===== config.mk =====
export PLATFORM = sky130hd
export DESIGN_NAME = wpq_top
export DESIGN_NICKNAME = d
export VERILOG_FILES = /design/src/logic/wpq_pkg.sv /design/src/logic/wpq_qual.sv /design/src/logic/wpq_own.sv /design/src/logic/wpq_top.sv
export SDC_FILE = /design/constraint.sdc
export NUM_CORES = 1
export LEC_CHECK = 0
export BUFFER_PORTS_ARGS = -buffer_cell sky130_fd_sc_hd__buf_2
export CAP_MARGIN = 20
export CORE_ASPECT_RATIO = 1.1
export CORE_MARGIN = 2
export CORE_UTILIZATION = 56
export CTS_CLUSTER_SIZE = 30
export DETAILED_ROUTE_END_ITERATION = 10
export HOLD_SLACK_MARGIN = 0.12
export PLACE_DENSITY = 0.8
export SETUP_SLACK_MARGIN = 0.4
export SYNTH_ARGS = -nofsm -noshare
export SYNTH_HDL_FRONTEND = slang
export SYNTH_HIERARCHICAL = 1
export SYNTH_SLANG_ARGS = --single-unit

===== constraint.sdc =====
create_clock -name ref_clk_in -period 6.2 [get_ports ref_clk_in]
set_input_delay 1.24 -clock ref_clk_in [delete_from_list [all_inputs] [get_ports ref_clk_in]]
set_output_delay 1.24 -clock ref_clk_in [all_outputs]
set_load 0.05 [all_outputs]

===== src/logic/wpq_pkg.sv =====
// wpq_pkg: constants for the watchpoint qualifier and debug management window
// assumes a 12-bit byte offset on the coprocessor register port, 32-bit data
// Functional notes
// - access field b01 load, b10 store, b11 either
// - swaps hit on any nonzero access encoding
// - load exclusive hits on load or either
// - store exclusive hits only when monitor passes
// - store exclusive may fault regardless of monitor
// - privilege field b01 priv, b10 user, b11 all
// - privilege taken from the access, not mode
// - bit 0 enables watchpoint, reset value zero
// - management registers reached over coprocessor port
// - standard management registers at fixed offsets
// - reserved expansion range reads as zero
// - security field b00 both, b01 ns, b10 s
// - linked watchpoint needs address and context hit
package wpq_pkg;
	// ==========================================================
	// sizes
	localparam int WP_NUM = 4;
	localparam int OWN_W = 8;
	// ==========================================================
	// register offsets
	localparam logic [11:0] OFF_WC_BASE = 12'h1C0;
	localparam logic [11:0] OFF_ITC = 12'hF00;
	localparam logic [11:0] OFF_RSV_LO = 12'hF04;
	localparam logic [11:0] OFF_RSV_HI = 12'hF9C;
	localparam logic [11:0] OFF_OWN_SET = 12'hFA0;
	localparam logic [11:0] OFF_OWN_CLR = 12'hFA4;
	localparam logic [11:0] OFF_UNLOCK_KEY = 12'hFB0;
	localparam logic [11:0] OFF_UNLOCK_STATE = 12'hFB4;
	localparam logic [11:0] OFF_PERMIT = 12'hFB8;
	localparam logic [11:0] OFF_COMP_ID = 12'hFC8;
	localparam logic [11:0] OFF_COMP_CLASS = 12'hFCC;
	// ==========================================================
	// watch control fields
	localparam int WC_EN_BIT = 0;
	localparam int WC_PRIV_LSB = 1;
	localparam int WC_LS_LSB = 3;
	localparam int WC_SEC_LSB = 14;
	localparam int WC_LINK_BIT = 20;
	localparam logic [31:0] WC_WMASK = 32'h1F1F_C1FF;
	localparam logic [31:0] WC_RESET = 32'h0000_0000;
	// ==========================================================
	// field encodings
	localparam logic [1:0] LS_LOAD = 2'b01;
	localparam logic [1:0] LS_STORE = 2'b10;
	localparam logic [1:0] LS_EITHER = 2'b11;
	localparam logic [1:0] PRIV_ONLY = 2'b01;
	localparam logic [1:0] PRIV_USER = 2'b10;
	localparam logic [1:0] PRIV_ANY = 2'b11;
	localparam logic [1:0] SEC_BOTH = 2'b00;
	localparam logic [1:0] SEC_NS = 2'b01;
	localparam logic [1:0] SEC_S = 2'b10;
	localparam logic [1:0] PERMIT_ON = 2'b11;
	localparam logic [1:0] PERMIT_OFF = 2'b10;
	// ==========================================================
	// management fields and reset values
	localparam int ITC_BIT = 0;
	localparam logic ITC_RESET = 1'b0;
	localparam int LOCK_IMPL_BIT = 0;
	localparam int LOCK_SET_BIT = 1;
	localparam logic LOCK_RESET = 1'b0;
	localparam logic [7:0] OWN_RESET = 8'h00;
	// arbitrary values, not tied to any real part
	localparam logic [31:0] UNLOCK_KEY_DEF = 32'h5A5A_0001;
	localparam logic [31:0] COMP_ID_DEF = 32'h0000_0000;
	localparam logic [31:0] COMP_CLASS_DEF = 32'h0000_0001;
endpackage


===== src/logic/wpq_qual.sv =====
// wpq_qual: combinational qualifier for one watchpoint
// assumes address/mask compare and context compare are done upstream
`timescale 1ns/10ps
module wpq_qual (
	input wire logic [31:0] ctrl_in,
	input wire logic acc_load_in,
	input wire logic acc_store_in,
	input wire logic acc_excl_in,
	input wire logic excl_pass_in,
	input wire logic acc_priv_in,
	input wire logic acc_secure_in,
	input wire logic addr_hit_in,
	input wire logic ctx_hit_in,
	output logic match_out
);
	logic [1:0] ls;
	logic [1:0] priv;
	logic [1:0] sec;
	logic type_ok;
	logic priv_ok;
	logic sec_ok;
	logic link_ok;

	// ==========================================================
	// field split
	assign ls = ctrl_in[wpq_pkg::WC_LS_LSB +: 2];
	assign priv = ctrl_in[wpq_pkg::WC_PRIV_LSB +: 2];
	assign sec = ctrl_in[wpq_pkg::WC_SEC_LSB +: 2];

	// swap raises both load and store, so any nonzero code catches it
	// failed store exclusive is dropped; fault path is outside this block
	assign type_ok = (ls[0] & acc_load_in)
		| (ls[1] & acc_store_in & (~acc_excl_in | excl_pass_in));
	// the access's own attribute, code b00 never matches
	assign priv_ok = acc_priv_in ? priv[0] : priv[1];
	// code b11 is reserved and never matches
	assign sec_ok = (sec == wpq_pkg::SEC_BOTH)
		| ((sec == wpq_pkg::SEC_NS) & ~acc_secure_in)
		| ((sec == wpq_pkg::SEC_S) & acc_secure_in);
	assign link_ok = ~ctrl_in[wpq_pkg::WC_LINK_BIT] | ctx_hit_in;

	// all qualifiers for the same access
	assign match_out = ctrl_in[wpq_pkg::WC_EN_BIT] & addr_hit_in
		& type_ok & priv_ok & sec_ok & link_ok;
endmodule


===== src/logic/wpq_own.sv =====
// wpq_own: ownership flags and unlock state of the management window
// assumes write strobes are already decoded and gated by the caller
`timescale 1ns/10ps
module wpq_own #(
	parameter int OWN_W = wpq_pkg::OWN_W,
	parameter logic [31:0] KEY = wpq_pkg::UNLOCK_KEY_DEF
) (
	input wire logic ref_clk_in,
	input wire logic rst_n_in,
	input wire logic ce_in,
	input wire logic set_we_in,
	input wire logic clr_we_in,
	input wire logic key_we_in,
	input wire logic [31:0] wdata_in,
	output logic [OWN_W-1:0] tags_out,
	output logic locked_out
);
	logic [OWN_W-1:0] tags_reg;
	logic [OWN_W-1:0] tags_next;
	logic locked_reg;
	logic locked_next;

	// ==========================================================
	// ones set flags, ones clear flags; set wins if both land at once
	always_comb begin
		tags_next = tags_reg;
		if (clr_we_in) begin
			tags_next = tags_next & ~wdata_in[OWN_W-1:0];
		end
		if (set_we_in) begin
			tags_next = tags_next | wdata_in[OWN_W-1:0];
		end
		// only the exact key opens, anything else closes
		locked_next = locked_reg;
		if (key_we_in) begin
			locked_next = (wdata_in != KEY);
		end
	end

	// registered state
	always_ff @(posedge ref_clk_in) begin
		if (!rst_n_in) begin
			tags_reg <= OWN_W'(wpq_pkg::OWN_RESET);
			locked_reg <= wpq_pkg::LOCK_RESET;
		end else if (ce_in) begin
			tags_reg <= tags_next;
			locked_reg <= locked_next;
		end
	end

	assign tags_out = tags_reg;
	assign locked_out = locked_reg;
endmodule


===== src/logic/wpq_top.sv =====
// wpq_top: watchpoint hit qualification and debug management registers
// assumes a coprocessor register port with one-cycle answer and an
// access stream from the load/store path with address compare done upstream
`timescale 1ns/10ps
module wpq_top #(
	parameter int WP_NUM = wpq_pkg::WP_NUM,
	parameter logic [31:0] UNLOCK_KEY = wpq_pkg::UNLOCK_KEY_DEF,
	parameter logic [31:0] COMP_ID = wpq_pkg::COMP_ID_DEF,
	parameter logic [31:0] COMP_CLASS = wpq_pkg::COMP_CLASS_DEF
) (
	input wire logic ref_clk_in,
	input wire logic rst_n_in,
	input wire logic ce_in,
	// coprocessor register port
	input wire logic cp_req_in,
	input wire logic cp_wr_in,
	input wire logic [11:0] cp_addr_in,
	input wire logic [31:0] cp_wdata_in,
	output logic [31:0] cp_rdata_out,
	output logic cp_ack_out,
	// load/store access stream
	input wire logic acc_valid_in,
	input wire logic acc_load_in,
	input wire logic acc_store_in,
	input wire logic acc_excl_in,
	input wire logic excl_pass_in,
	input wire logic acc_priv_in,
	input wire logic acc_secure_in,
	input wire logic [WP_NUM-1:0] addr_hit_in,
	input wire logic [WP_NUM-1:0] ctx_hit_in,
	// authentication levels
	input wire logic dbgen_in,
	input wire logic niden_in,
	input wire logic spiden_in,
	input wire logic spniden_in,
	// results
	output logic [WP_NUM-1:0] wp_hit_out,
	output logic debug_event_out,
	output logic integ_mode_out
);
	logic [31:0] wc_reg [WP_NUM];
	logic [31:0] wc_next [WP_NUM];
	logic itc_reg;
	logic itc_next;
	logic [31:0] rdata_reg;
	logic [31:0] rdata_next;
	logic [31:0] rd_val;
	logic ack_reg;
	logic ack_next;
	logic [WP_NUM-1:0] match;
	logic [WP_NUM-1:0] hit_reg;
	logic [WP_NUM-1:0] hit_next;
	logic ev_reg;
	logic ev_next;
	logic [7:0] perm;
	logic [wpq_pkg::OWN_W-1:0] own_tags;
	logic locked;
	logic wr_any;
	logic wr_ok;

	// ==========================================================
	// decode helpers
	function automatic logic wc_sel(input logic [11:0] a, input int i);
		return a == (wpq_pkg::OFF_WC_BASE + 12'(4 * i));
	endfunction

	function automatic logic [1:0] perm_code(input logic on);
		return on ? wpq_pkg::PERMIT_ON : wpq_pkg::PERMIT_OFF;
	endfunction

	// only the key register stays writable while locked
	assign wr_any = cp_req_in & cp_wr_in;
	assign wr_ok = wr_any & ~locked;

	// ==========================================================
	// watch control and integration control
	always_comb begin
		for (int i = 0; i < WP_NUM; i++) begin
			wc_next[i] = wc_reg[i];
			if (wr_ok && wc_sel(cp_addr_in, i)) begin
				// unwritable bits are dropped so they read as zero
				wc_next[i] = cp_wdata_in & wpq_pkg::WC_WMASK;
			end
		end
		itc_next = itc_reg;
		if (wr_ok && cp_addr_in == wpq_pkg::OFF_ITC) begin
			itc_next = cp_wdata_in[wpq_pkg::ITC_BIT];
		end
	end

	// every watchpoint comes out of reset disarmed
	always_ff @(posedge ref_clk_in) begin
		if (!rst_n_in) begin
			for (int i = 0; i < WP_NUM; i++) begin
				wc_reg[i] <= wpq_pkg::WC_RESET;
			end
			itc_reg <= wpq_pkg::ITC_RESET;
		end else if (ce_in) begin
			for (int i = 0; i < WP_NUM; i++) begin
				wc_reg[i] <= wc_next[i];
			end
			itc_reg <= itc_next;
		end
	end

	// ==========================================================
	// ownership flags and lock
	wpq_own #(
		.OWN_W(wpq_pkg::OWN_W),
		.KEY(UNLOCK_KEY)
	) u_own (
		.ref_clk_in(ref_clk_in),
		.rst_n_in(rst_n_in),
		.ce_in(ce_in),
		.set_we_in(wr_ok && cp_addr_in == wpq_pkg::OFF_OWN_SET),
		.clr_we_in(wr_ok && cp_addr_in == wpq_pkg::OFF_OWN_CLR),
		.key_we_in(wr_any && cp_addr_in == wpq_pkg::OFF_UNLOCK_KEY),
		.wdata_in(cp_wdata_in),
		.tags_out(own_tags),
		.locked_out(locked)
	);

	// ==========================================================
	// per-watchpoint qualifiers
	for (genvar g = 0; g < WP_NUM; g++) begin : g_qual
		wpq_qual u_qual (
			.ctrl_in(wc_reg[g]),
			.acc_load_in(acc_load_in),
			.acc_store_in(acc_store_in),
			.acc_excl_in(acc_excl_in),
			.excl_pass_in(excl_pass_in),
			.acc_priv_in(acc_priv_in),
			.acc_secure_in(acc_secure_in),
			.addr_hit_in(addr_hit_in[g]),
			.ctx_hit_in(ctx_hit_in[g]),
			.match_out(match[g])
		);
	end

	// hits registered one cycle after the access is offered
	always_comb begin
		hit_next = acc_valid_in ? match : '0;
		ev_next = |hit_next;
	end

	always_ff @(posedge ref_clk_in) begin
		if (!rst_n_in) begin
			hit_reg <= '0;
			ev_reg <= 1'b0;
		end else if (ce_in) begin
			hit_reg <= hit_next;
			ev_reg <= ev_next;
		end
	end

	// ==========================================================
	// authentication view: ns inv, ns non-inv, s inv, s non-inv
	assign perm = {
		perm_code((dbgen_in | niden_in) & (spiden_in | spniden_in)),
		perm_code(dbgen_in & spiden_in),
		perm_code(dbgen_in | niden_in),
		perm_code(dbgen_in)
	};

	// ==========================================================
	// read mux; anything not listed, key register included, reads zero
	always_comb begin
		rd_val = 32'h0000_0000;
		case (cp_addr_in)
			wpq_pkg::OFF_ITC: begin
				rd_val[wpq_pkg::ITC_BIT] = itc_reg;
			end
			wpq_pkg::OFF_OWN_SET: begin
				rd_val[wpq_pkg::OWN_W-1:0] = '1;
			end
			wpq_pkg::OFF_OWN_CLR: begin
				rd_val[wpq_pkg::OWN_W-1:0] = own_tags;
			end
			wpq_pkg::OFF_UNLOCK_STATE: begin
				rd_val[wpq_pkg::LOCK_IMPL_BIT] = 1'b1;
				rd_val[wpq_pkg::LOCK_SET_BIT] = locked;
			end
			wpq_pkg::OFF_PERMIT: begin
				rd_val[7:0] = perm;
			end
			wpq_pkg::OFF_COMP_ID: begin
				rd_val = COMP_ID;
			end
			wpq_pkg::OFF_COMP_CLASS: begin
				rd_val = COMP_CLASS;
			end
			default: begin
				rd_val = 32'h0000_0000;
			end
		endcase
		for (int i = 0; i < WP_NUM; i++) begin
			if (wc_sel(cp_addr_in, i)) begin
				rd_val = wc_reg[i];
			end
		end
	end

	// answer one cycle later; read data holds until the next read
	always_comb begin
		ack_next = cp_req_in;
		rdata_next = (cp_req_in && !cp_wr_in) ? rd_val : rdata_reg;
	end

	always_ff @(posedge ref_clk_in) begin
		if (!rst_n_in) begin
			ack_reg <= 1'b0;
			rdata_reg <= 32'h0000_0000;
		end else if (ce_in) begin
			ack_reg <= ack_next;
			rdata_reg <= rdata_next;
		end
	end

	assign cp_rdata_out = rdata_reg;
	assign cp_ack_out = ack_reg;
	assign wp_hit_out = hit_reg;
	assign debug_event_out = ev_reg;
	assign integ_mode_out = itc_reg;

	// ==========================================================
	// checks on watchpoint 0, the debug event line and the register port
	logic [31:0] c0;
	logic [1:0] ls0;
	logic [1:0] pr0;
	logic [1:0] sc0;
	logic acc0;
	assign c0 = wc_reg[0];
	assign ls0 = c0[wpq_pkg::WC_LS_LSB +: 2];
	assign pr0 = c0[wpq_pkg::WC_PRIV_LSB +: 2];
	assign sc0 = c0[wpq_pkg::WC_SEC_LSB +: 2];
	assign acc0 = ce_in & acc_valid_in;

	AST_DISARMED: assert property (@(posedge ref_clk_in) disable iff (!rst_n_in)
		ce_in && !c0[wpq_pkg::WC_EN_BIT] |=> !wp_hit_out[0])
		else $error("disarmed watchpoint hit");

	AST_RESET_DISARM: assert property (@(posedge ref_clk_in)
		$rose(rst_n_in) && $past(ce_in) |-> !c0[wpq_pkg::WC_EN_BIT])
		else $error("watchpoint armed after reset");

	AST_LOAD_ONLY: assert property (@(posedge ref_clk_in) disable iff (!rst_n_in)
		acc0 && !acc_load_in && ls0 == wpq_pkg::LS_LOAD |=> !wp_hit_out[0])
		else $error("load-only watchpoint hit a non-load");

	AST_SWAP: assert property (@(posedge ref_clk_in) disable iff (!rst_n_in)
		acc0 && acc_load_in && acc_store_in && !acc_excl_in && addr_hit_in[0]
		&& c0[wpq_pkg::WC_EN_BIT] && ls0 != 2'b00 && pr0 == wpq_pkg::PRIV_ANY
		&& sc0 == wpq_pkg::SEC_BOTH && !c0[wpq_pkg::WC_LINK_BIT]
		|=> wp_hit_out[0] ##0 debug_event_out)
		else $error("swap missed an armed watchpoint");

	AST_LDEX: assert property (@(posedge ref_clk_in) disable iff (!rst_n_in)
		acc0 && acc_load_in && !acc_store_in && acc_excl_in
		&& ls0 == wpq_pkg::LS_STORE |=> !wp_hit_out[0])
		else $error("load exclusive hit a store-only watchpoint");

	AST_STEX: assert property (@(posedge ref_clk_in) disable iff (!rst_n_in)
		acc0 && !acc_load_in && acc_excl_in && !excl_pass_in |=> !wp_hit_out[0])
		else $error("failed store exclusive hit");

	AST_PRIV: assert property (@(posedge ref_clk_in) disable iff (!rst_n_in)
		acc0 && !acc_priv_in && pr0 == wpq_pkg::PRIV_ONLY |=> !wp_hit_out[0])
		else $error("user access hit a privileged watchpoint");

	AST_SEC: assert property (@(posedge ref_clk_in) disable iff (!rst_n_in)
		acc0 && acc_secure_in && sc0 == wpq_pkg::SEC_NS |=> !wp_hit_out[0])
		else $error("secure access hit a non-secure watchpoint");

	AST_LINK: assert property (@(posedge ref_clk_in) disable iff (!rst_n_in)
		acc0 && c0[wpq_pkg::WC_LINK_BIT] && !ctx_hit_in[0] |=> !wp_hit_out[0])
		else $error("linked watchpoint hit without context");

	AST_NO_ADDR: assert property (@(posedge ref_clk_in) disable iff (!rst_n_in)
		ce_in && !(acc_valid_in && addr_hit_in[0]) |=> !wp_hit_out[0])
		else $error("hit without a matching address");

	AST_RAZ: assert property (@(posedge ref_clk_in) disable iff (!rst_n_in)
		ce_in && cp_req_in && !cp_wr_in && cp_addr_in >= wpq_pkg::OFF_RSV_LO
		&& cp_addr_in <= wpq_pkg::OFF_RSV_HI |=> cp_ack_out && cp_rdata_out == 0)
		else $error("reserved range read nonzero");

	AST_ACK: assert property (@(posedge ref_clk_in) disable iff (!rst_n_in)
		ce_in |=> cp_ack_out == $past(cp_req_in))
		else $error("register answer not one cycle after request");

	AST_ITC: assert property (@(posedge ref_clk_in) disable iff (!rst_n_in)
		ce_in && cp_req_in && cp_wr_in && !locked && cp_addr_in == wpq_pkg::OFF_ITC
		|=> integ_mode_out == $past(cp_wdata_in[0]))
		else $error("integration control write lost");

	// a locked window must drop ordinary writes, or a debugger could steal it
	AST_LOCK_GATE: assert property (@(posedge ref_clk_in) disable iff (!rst_n_in)
		ce_in && locked && cp_req_in && cp_wr_in && cp_addr_in == wpq_pkg::OFF_ITC
		|=> $stable(integ_mode_out))
		else $error("write landed while locked");

	AST_USER_ONLY: assert property (@(posedge ref_clk_in) disable iff (!rst_n_in)
		acc0 && acc_priv_in && pr0 == wpq_pkg::PRIV_USER |=> !wp_hit_out[0])
		else $error("privileged access hit a user watchpoint");

	AST_LOAD_HIT: assert property (@(posedge ref_clk_in) disable iff (!rst_n_in)
		acc0 && acc_load_in && !acc_store_in && !acc_excl_in && addr_hit_in[0]
		&& c0[wpq_pkg::WC_EN_BIT] && ls0[0] && pr0 == wpq_pkg::PRIV_ANY
		&& sc0 == wpq_pkg::SEC_BOTH && !c0[wpq_pkg::WC_LINK_BIT] |=> wp_hit_out[0])
		else $error("load missed an armed watchpoint");

	AST_STEX_PASS: assert property (@(posedge ref_clk_in) disable iff (!rst_n_in)
		acc0 && !acc_load_in && acc_store_in && acc_excl_in && excl_pass_in && addr_hit_in[0]
		&& c0[wpq_pkg::WC_EN_BIT] && ls0[1] && pr0 == wpq_pkg::PRIV_ANY
		&& sc0 == wpq_pkg::SEC_BOTH && !c0[wpq_pkg::WC_LINK_BIT] |=> wp_hit_out[0])
		else $error("passed store exclusive missed an armed watchpoint");

	// the event line is only ever the union of the per-watchpoint pulses
	AST_EVENT_OR: assert property (@(posedge ref_clk_in) disable iff (!rst_n_in)
		debug_event_out == (wp_hit_out != '0))
		else $error("debug event disagrees with watchpoint hits");
endmodule


# --- Word-level counts from Yosys, hierarchy flattened ---
# Memories as Yosys holds them, arrays and structs flattened.
# Cells that the tools add are included.
totals:
  register_bits: 48
  latchBits: 0
  ramBits: 128
  romBits: 0
  in_bits: 68
  out_inout_bits: 39
  wordCells: 154
  n_memories: 1
memory_table:
  columns: ["name", "depth", "word_bits", "rd", "rd_ports_with_merged_regs", "wr", "line_no", "source"]
  rows:
  - ["wc_reg", 4, 32, 4, 0, 4, "wpq_top.sv:41", "logic [31:0] wc_reg [WP_NUM];"]
classes:
  n_addsub: 0
  mul: 0
  n_div: 0
  order_cmp: 0
  n_eq_ne: 20
  shift: 0
  n_mux: 30
  bitwise_logic: 77
  reduce_logical: 19
op_table:
  columns: ["cell", "n"]
  rows:
  - ["32-bit two-way mux", 12]
  - ["12-bit == test, second input constant", 7]
  - ["12-bit by 9-bit == test with 1-bit output, second input constant", 4]
  - ["1-bit AND", 44]
  - ["32-bit by 31-bit inequality test with 1-bit output, second input constant", 1]
  - ["1-bit bitwise OR", 23]
  - ["6-bit one-hot mux with 3 select lines", 1]
  - ["8-bit two-way mux", 2]
  - ["1-bit two-way mux", 12]
  - ["1-bit logical AND", 9]
  - ["8-bit AND", 1]
  - ["2-bit by 1-bit == test with 1-bit output, second input constant", 4]
  - ["2-bit == test, second input constant", 4]
  - ["2-bit logical NOT", 4]
  - ["8-bit NOT", 1]
  - ["8-bit bitwise OR", 1]
  - ["1-bit one-hot mux with 4 select lines", 2]
  - ["1-bit NOT", 7]
  - ["2-bit AND reduction", 3]
  - ["4-bit two-way mux", 1]
  - ["4-bit OR reduction", 1]
  - ["3-bit OR reduction", 1]
  - ["1-bit logical NOT", 1]

# --- Depth between registers and ports, before layout ---
# Gate-level depths: netlist of run 1.
logic_depth:
  word_depth: 10
  depth_mapped: 9
  mapped_depth_nobuf: 7

# --- By module ---
# Netlist of run 1, hierarchy kept.
modules_own_cells:
  columns: ["mod", "n_inst", "cells_each", "area_each_um2", "seq_area_each_um2"]
  rows:
  - ["wpq_top", 1, 449, 5039.8, 3083.0]
  - ["wpq_own", 1, 51, 461.7, 180.2]
  - ["wpq_qual", 4, 7, 57.6, 0.0]

# --- Least setup slack after synthesis of run 1 ---
# OpenSTA, ideal clock, no wires.
synth_path:
  path_kind: "input -> register"
  from: "in ce_in"
  to: "mem wc_reg[0][0] (enable)"
  setup_ns: 0.459
  t_arrival_ns: 4.239
  required_ns: 5.741
  path_slack_ns: 1.502
  cell_stages: 5
  path_buffers: 1
  cell_sequence: "buf_2 > nand2_1 > nor3b_1 > nand4_1 > o41ai_1"
synth_lines:
  columns: ["item", "line_no", "source"]
  rows:
  - ["from (decl)", "wpq_top.sv:13", "input wire logic ce_in,"]
  - ["to (decl)", "wpq_top.sv:41", null]

# --- Final worst setup path of run 1 ---
layout_path:
  from: "in cp_addr_in[3]"
  to: "reg u_own.tags_reg[1], in the netlist u_own/tags_out[1]"
layout_via:
  elab_chain_len: 5
  elab_cells_between_ends: 7
  classes_between: "2 x eq/ne; 2 x mux; 1 x bitwise; 2 x reduce/logical"
layout_rtl:
  columns: ["item", "line_no", "source"]
  rows:
  - ["from (decl)", "wpq_top.sv:17", "input wire logic [11:0] cp_addr_in,"]
  - ["12-bit == test", "wpq_top.sv:116", ".clr_we_in(wr_ok && cp_addr_in == wpq_pkg::OFF_OWN_CLR),"]
  - ["1-bit logical AND", "wpq_top.sv:116", null]
  - ["8-bit two-way mux", "wpq_own.sv:27", "if (clr_we_in) begin"]
  - ["8-bit bitwise OR", "wpq_own.sv:31", "tags_next = tags_next | wdata_in[OWN_W-1:0];"]
  - ["8-bit two-way mux *", "wpq_own.sv:30", "if (set_we_in) begin"]
  - ["to (signal assigned)", "wpq_own.sv:43", "tags_reg <= OWN_W'(wpq_pkg::OWN_RESET);"]
  - ["to (signal assigned)", "wpq_own.sv:46", "tags_reg <= tags_next;"]
  - ["to (decl)", "wpq_own.sv:18", "logic [OWN_W-1:0] tags_reg;"]
# Mark *: on every way between the ends. The rest lies on a longest branch, timed or not.
# A chain may end at the register's enable or synchronous reset.

==> metrics.txt, run 1 <==
Ports 107; Clock Power Share 0.463; share of cells above drive strength 1 0.2404; first-pass iteration count of the detailed router 5; dominant cell type by area after synthesis edfxtp_1; CP arrival 4.00 ns; post-synthesis register bit count 121; initial antenna violation count 0; vias post-DR 4689; commonest non-fill, non-tap cell in the layout buf_2; unrepaired setup endpoints after global routing false; WL per Instance 19.58 microns; final instance count without filler cells 744; CP Launch Type primary input; Final Core Density 0.6865; sw frac 0.2477; Worst-Skew Late Latency 0.53 ns; PortBufs 95; max-slew violations 0; required time of the critical path 6.62 ns; clock tree buffer depth 2; Netlist cell types 51; post-cts sizing count 0; Async SR Flop Fraction 0; most frequent cells in the layout buf_2, edfxtp_1, and3_1; kind of critical path primary input to flip-flop; top cell type's share of synthesized area 0.4401; final setup TNS 0 ns; final setup vio count 0; Max Clk Rate 0.2791 GHz; maximum vdd drop 0.1908 mV; Clock transition at path regs 0.06 ns; Setup Fix Bufs, Post-CTS 0; antenna cell count 0; max FFs per register 84; Syn. warnings 6; syn avg cell area 10.86 sq um; Max transition margin 0.2575; CTS Root Cell clkbuf_8; Pwr Density 305.1 nW/um^2; Synth-to-Final Area Change 19.01%; crit path max fanout 38; DR DRC count 0; final hold vios 0; Hold Path Class flip-flop to flip-flop; share of power burned in registers 0.449; Die Footprint 11060 sq um; Initial Utilization 0.5768; die width 100.5 microns; Pint 1.566 mW; initial drt markers 510; GRT Util Overall 0.2703; Final GP Congestion 0.9133; grt ovf 0; Row Count 38; vias in the first global route 4585; CTS sink cnt 121; via/cell ratio 6.302; EDFF count, synth 84; final wirelength 14.57 mm; # placed instances 710; synth top area cells edfxtp_1, dfxtp_1, and3_1; TritonCTS Buffers 17; status complete, no violations; antenna-violating nets left 0; die height 110.1 microns; Synth Instances 528; P_leak 2.604 nW; Final HPWL DP 9.418 mm; CTS tree built; fin crit period 3.583 ns; Logic pwr share 0.088; sequential area share after synthesis 0.5693; worst r2r path cells 3; Worst Clk Skew 0.006069 ns; crit end category flip-flop; Core Area 9937 sq um; Final Net Count 679; Main synth FF type edfxtp_1; Max Cap Violations 0; Tcrit/Tclk final 0.5779; first-pass GRT wire length 22.34 mm; Worst Max-Slew Pin Slew 1.111 ns; Psw 0.5156 mW; Hold Buf Count CTS 0; largest net degree at the start of global routing 84; hold path cells 2; H-Tree Depth 4; Post-Synthesis Cell Area 5732 sq um
==> final cells by class <==
| class | instances | area, sq um |
|---|---|---|
| sequential | 121 | 3263 |
| fill | 722 | 3115 |
| multi-input combinational | 363 | 2262 |
| timing repair buffer | 101 | 535.5 |
| clock buffer | 19 | 441.7 |
| tap | 120 | 150.1 |
| clock inverter | 13 | 142.6 |
| inverter | 7 | 26.28 |
==> synth_stat cells (2+ instances only) <==
library cell	count
a2111oi_0	3
a211oi_1	2
a21boi_0	6
a21oi_1	28
a22oi_1	9
a31oi_1	15
a32oi_1	4
and2_1	2
and3_1	43
buf_2	8
buf_4	12
clkbuf_1	25
dfxtp_1	37
edfxtp_1	84
inv_1	7
mux2i_1	18
nand2_1	27
nand2b_1	27
nand3_1	22
nand3b_1	2
nand4_1	7
nor2_1	28
nor2b_1	14
nor3_1	5
nor3_2	6
nor3b_1	2
nor4_1	8
nor4b_1	2
nor4b_2	2
nor4bb_1	3
o2111ai_1	4
o211ai_1	13
o21ai_0	26
o21ai_1	3
o221ai_1	3
o22ai_1	2
o31ai_1	3
o41ai_1	2
or3_1	2
==> path summary, 6_finish.rpt <==
path	start	to	slack, ns
worst max-delay path	cp_addr_in[3]	u_own/tags_out[1]	2.62
worst min-delay path	cp_rdata_out[2]	cp_rdata_out[2]	0.46
worst max register to register	u_own/locked_out	wc_reg[0][114]	4.18
worst min register to register	cp_rdata_out[2]	cp_rdata_out[2]	0.46
==> critical path, cell delays in order <==
cell,delay (ns)
buf_2,0.34
nor3_1,0.32
nand2_1,0.23
nor3_2,0.52
nor3b_1,0.82
nand3_1,0.23
a22oi_1,0.24
nor2b_1,0.07
==> routing by layer <==
layer | part of all wire | wire length, microns | vias up | GRT usage
li1 | - | - | 2154 | -
met1 | 0.39 | 5709 | 2247 | 0.3206
met2 | 0.50 | 7223 | 239 | 0.4511
met3 | 0.072 | 1044 | 49 | 0.05864
met4 | 0.041 | 592 | 0 | 0.1673
met5 | 0 | 0 | - | 0
==> metrics by stage <==
stage | hold slack [ns] | setup WS (ns) | total power, mW | cell area (sq um)
2_1_floorplan | 0.4352 | 1.502 | 1.064 | 5769
3_3_place_gp | 0.4523 | 2.157 | 1.120 | 6207
3_5_place_dp | 0.4584 | 1.919 | 1.127 | 6207
4_1_cts | 0.4662 | 2.462 | 2.081 | 6792
6_report | 0.4620 | 2.617 | 2.081 | 6822
5_1_grt | 0.4717 | 2.351 | 2.139 | 6822
==> power groups by stage <==
stage          registers [mW]  logic (mW)  clock network [mW]
3_3_place_gp            0.947       0.173                   0
2_1_floorplan           0.962       0.102                   0
3_5_place_dp            0.949       0.178                   0
4_1_cts                 0.934       0.179               0.969
6_report                0.934       0.183               0.964
5_1_grt                 0.937       0.196                1.01
==> kinds of logic (layout without fill, tap and decap cells) <==
| family | after synthesis | after routing | share of synthesized area |
|---|---|---|---|
| and+or+nand+nor | 207 | 207 | 0.2102 |
| AOI/OAI and AO/OA | 127 | 127 | 0.1421 |
| DFF | 121 | 121 | 0.5693 |
| buffers and inverters | 54 | 140 | 0.04628 |
| muxes | 18 | 18 | 0.03143 |
| other | 1 | 11 | 0.0006543 |
Note: power is estimated with default switching activity, not from simulation.
==> run 2: changes to the inputs <==
clock period = 3.55 ns   (was 6.2 ns; I/O delays follow)
==> metrics.txt, run 2 (synthesis results as in run 1) <==
status complete, no violations; crit-path cells buf_2 -> nand4_1 -> or4b_4 -> nor3_2 -> nor3b_1 -> buf_4 -> nand3_1 -> a22oi_1 -> nor2b_1; die width 100.5 microns (unchanged); Worst Clk Skew 0.008600 ns (+0.002531 ns); die height 110.1 microns (unchanged); maximum vdd drop 0.3170 mV (+66%); Setup Fix Bufs, Post-CTS 0 (unchanged); Hold Path Class flip-flop to flip-flop; fin crit period 2.395 ns; post-cts sizing count 0 (unchanged); DR DRC count 0 (unchanged); Row Count 38 (unchanged); P_leak 2.667 nW (+2.4%); Hold Buf Count CTS 0 (unchanged); required time of the critical path 3.95 ns (-2.67 ns); via/cell ratio 6.263 (-0.62%); max-slew violations 0 (unchanged); CP top delay family simple AND/OR/NAND/NOR gates; final setup vio count 0 (unchanged); clock tree buffer depth 2 (unchanged); commonest non-fill, non-tap cell in the layout buf_2; Final GP Congestion 0.8983 (-1.6%); share of cells above drive strength 1 0.2421 (+0.001704); WP buf/inv 2 (+1); CP Launch Type primary input; CTS tree built; final instance count without filler cells 752 (+1.1%); crit path max fanout 12 (-68%); final hold vios 0 (unchanged); Core Area 9937 sq um (unchanged); Tcrit/Tclk final 0.6745; WL per Instance 20.04 microns (+2.3%); kind of critical path primary input to flip-flop; antenna cell count 0 (unchanged); CP arrival 2.80 ns (-1.20 ns); most frequent cells in the layout buf_2, edfxtp_1, and3_1; Pwr Total 3.662 mW (+76%); initial drt markers 409 (-20%); vias in the first global route 4568 (-0.37%); Max Clk Rate 0.4176 GHz; met3 Usage GRT 0.06999 (+0.01135); Max transition margin 0.4811 (+0.2236); Worst-Skew Late Latency 0.52 ns (about the same); antenna-violating nets left 0 (unchanged); GRT met2 Usage 0.4775 (+0.02637); Die Footprint 11060 sq um (unchanged); Max Cap Violations 0 (unchanged); initial antenna violation count 0 (unchanged); Synth-to-Final Area Change 20.30%; # placed instances 720 (+1.4%); Most Crowded Layer GR met2; unrepaired setup endpoints after global routing false; Worst Max-Slew Pin Slew 0.7784 ns (-0.3327 ns); final setup TNS 0 ns (unchanged); crit end category flip-flop; first-pass GRT wire length 23.27 mm (+4.2%); Final HPWL DP 10.07 mm (+6.9%); max incr delay on CP 0.62 ns (-0.20 ns); Ports 107 (unchanged); final wirelength 15.07 mm (+3.4%); first-pass iteration count of the detailed router 5 (unchanged); max FFs per register 84 (unchanged); Pwr Density 531.1 nW/um^2 (+74%); CTS Root Cell clkbuf_8; GRT Util Overall 0.2820 (+0.01168); CP max-delay cell or4b_4; PortBufs 95 (unchanged); H-Tree Depth 4 (unchanged); met1 usage 0.3424 (+0.02176); Final Net Count 687 (+1.2%); Initial Utilization 0.5768 (unchanged); largest net degree at the start of global routing 66 (-21%); TritonCTS Buffers 17 (unchanged); grt ovf 0 (unchanged); Clock transition at path regs 0.05 ns (about the same); CTS sink cnt 121 (unchanged); vias post-DR 4710 (+0.45%)
-- run 2: changes by cell type in the layout (fill, tap and decap cells not counted), sizes merged --
cell	before	now
clkbuf	19	24
bufinv	2	3
clkinv	3	4
inv	10	7
clkinvlp	5	1
buf	101	109
-- run 2: path summary, 6_finish.rpt --
kind,start,to,slack (ns),cells past startpoint
setup / recovery,cp_addr_in[8],u_own/tags_out[2],1.16,9
hold / removal,cp_rdata_out[1],cp_rdata_out[1],0.45,2
setup reg to reg,u_own/locked_out,wc_reg[0][80],1.41,4
hold reg to reg,cp_rdata_out[1],cp_rdata_out[1],0.45,2
-- run 2: layer usage --
layer	wire length, microns	part of all wire
met5	0	0
met4	400	0.027
met3	1182	0.078
met2	7695	0.51
met1	5789	0.38
-- run 2: power breakdown --
| part | internal (mW) | total, mW | switching [mW] |
|---|---|---|---|
| logic | 0.102 | 0.329 | 0.227 |
| clock network | 1.12 | 1.70 | 0.582 |
| registers | 1.60 | 1.63 | 0.0341 |
-- run 2: through the flow --
stage	util	area [sq um]	setup WS, ns	hold slack, ns
2_1_floorplan	-	5784	0.3361	0.4352
3_3_place_gp	0.6345	6305	0.8061	0.4496
3_5_place_dp	0.6345	6305	0.7708	0.4522
4_1_cts	0.6939	6895	1.266	0.4590
5_1_grt	0.6939	6895	1.045	0.4720
6_report	0.6939	6895	1.155	0.4541
-- run 2: final cells by class --
class / count / area, sq um
clock buffers: 24 / 470.5
fillers: 739 / 3042
repair buffers: 109 / 580.6
flip-flops and latches: 121 / 3263
inverters: 7 / 26.28
well taps: 120 / 150.1
multi-input cells: 363 / 2285
clock inverters: 8 / 120.1
-- run 2: worst min-delay path: cells and delay by family (launching register included) --
| kind | cells | cell delay (ns) |
|---|---|---|
| and+or+nand+nor | 1 | 0.05 |
| DFF | 1 | 0.30 |
| AOI/OAI and AO/OA | 1 | 0.05 |
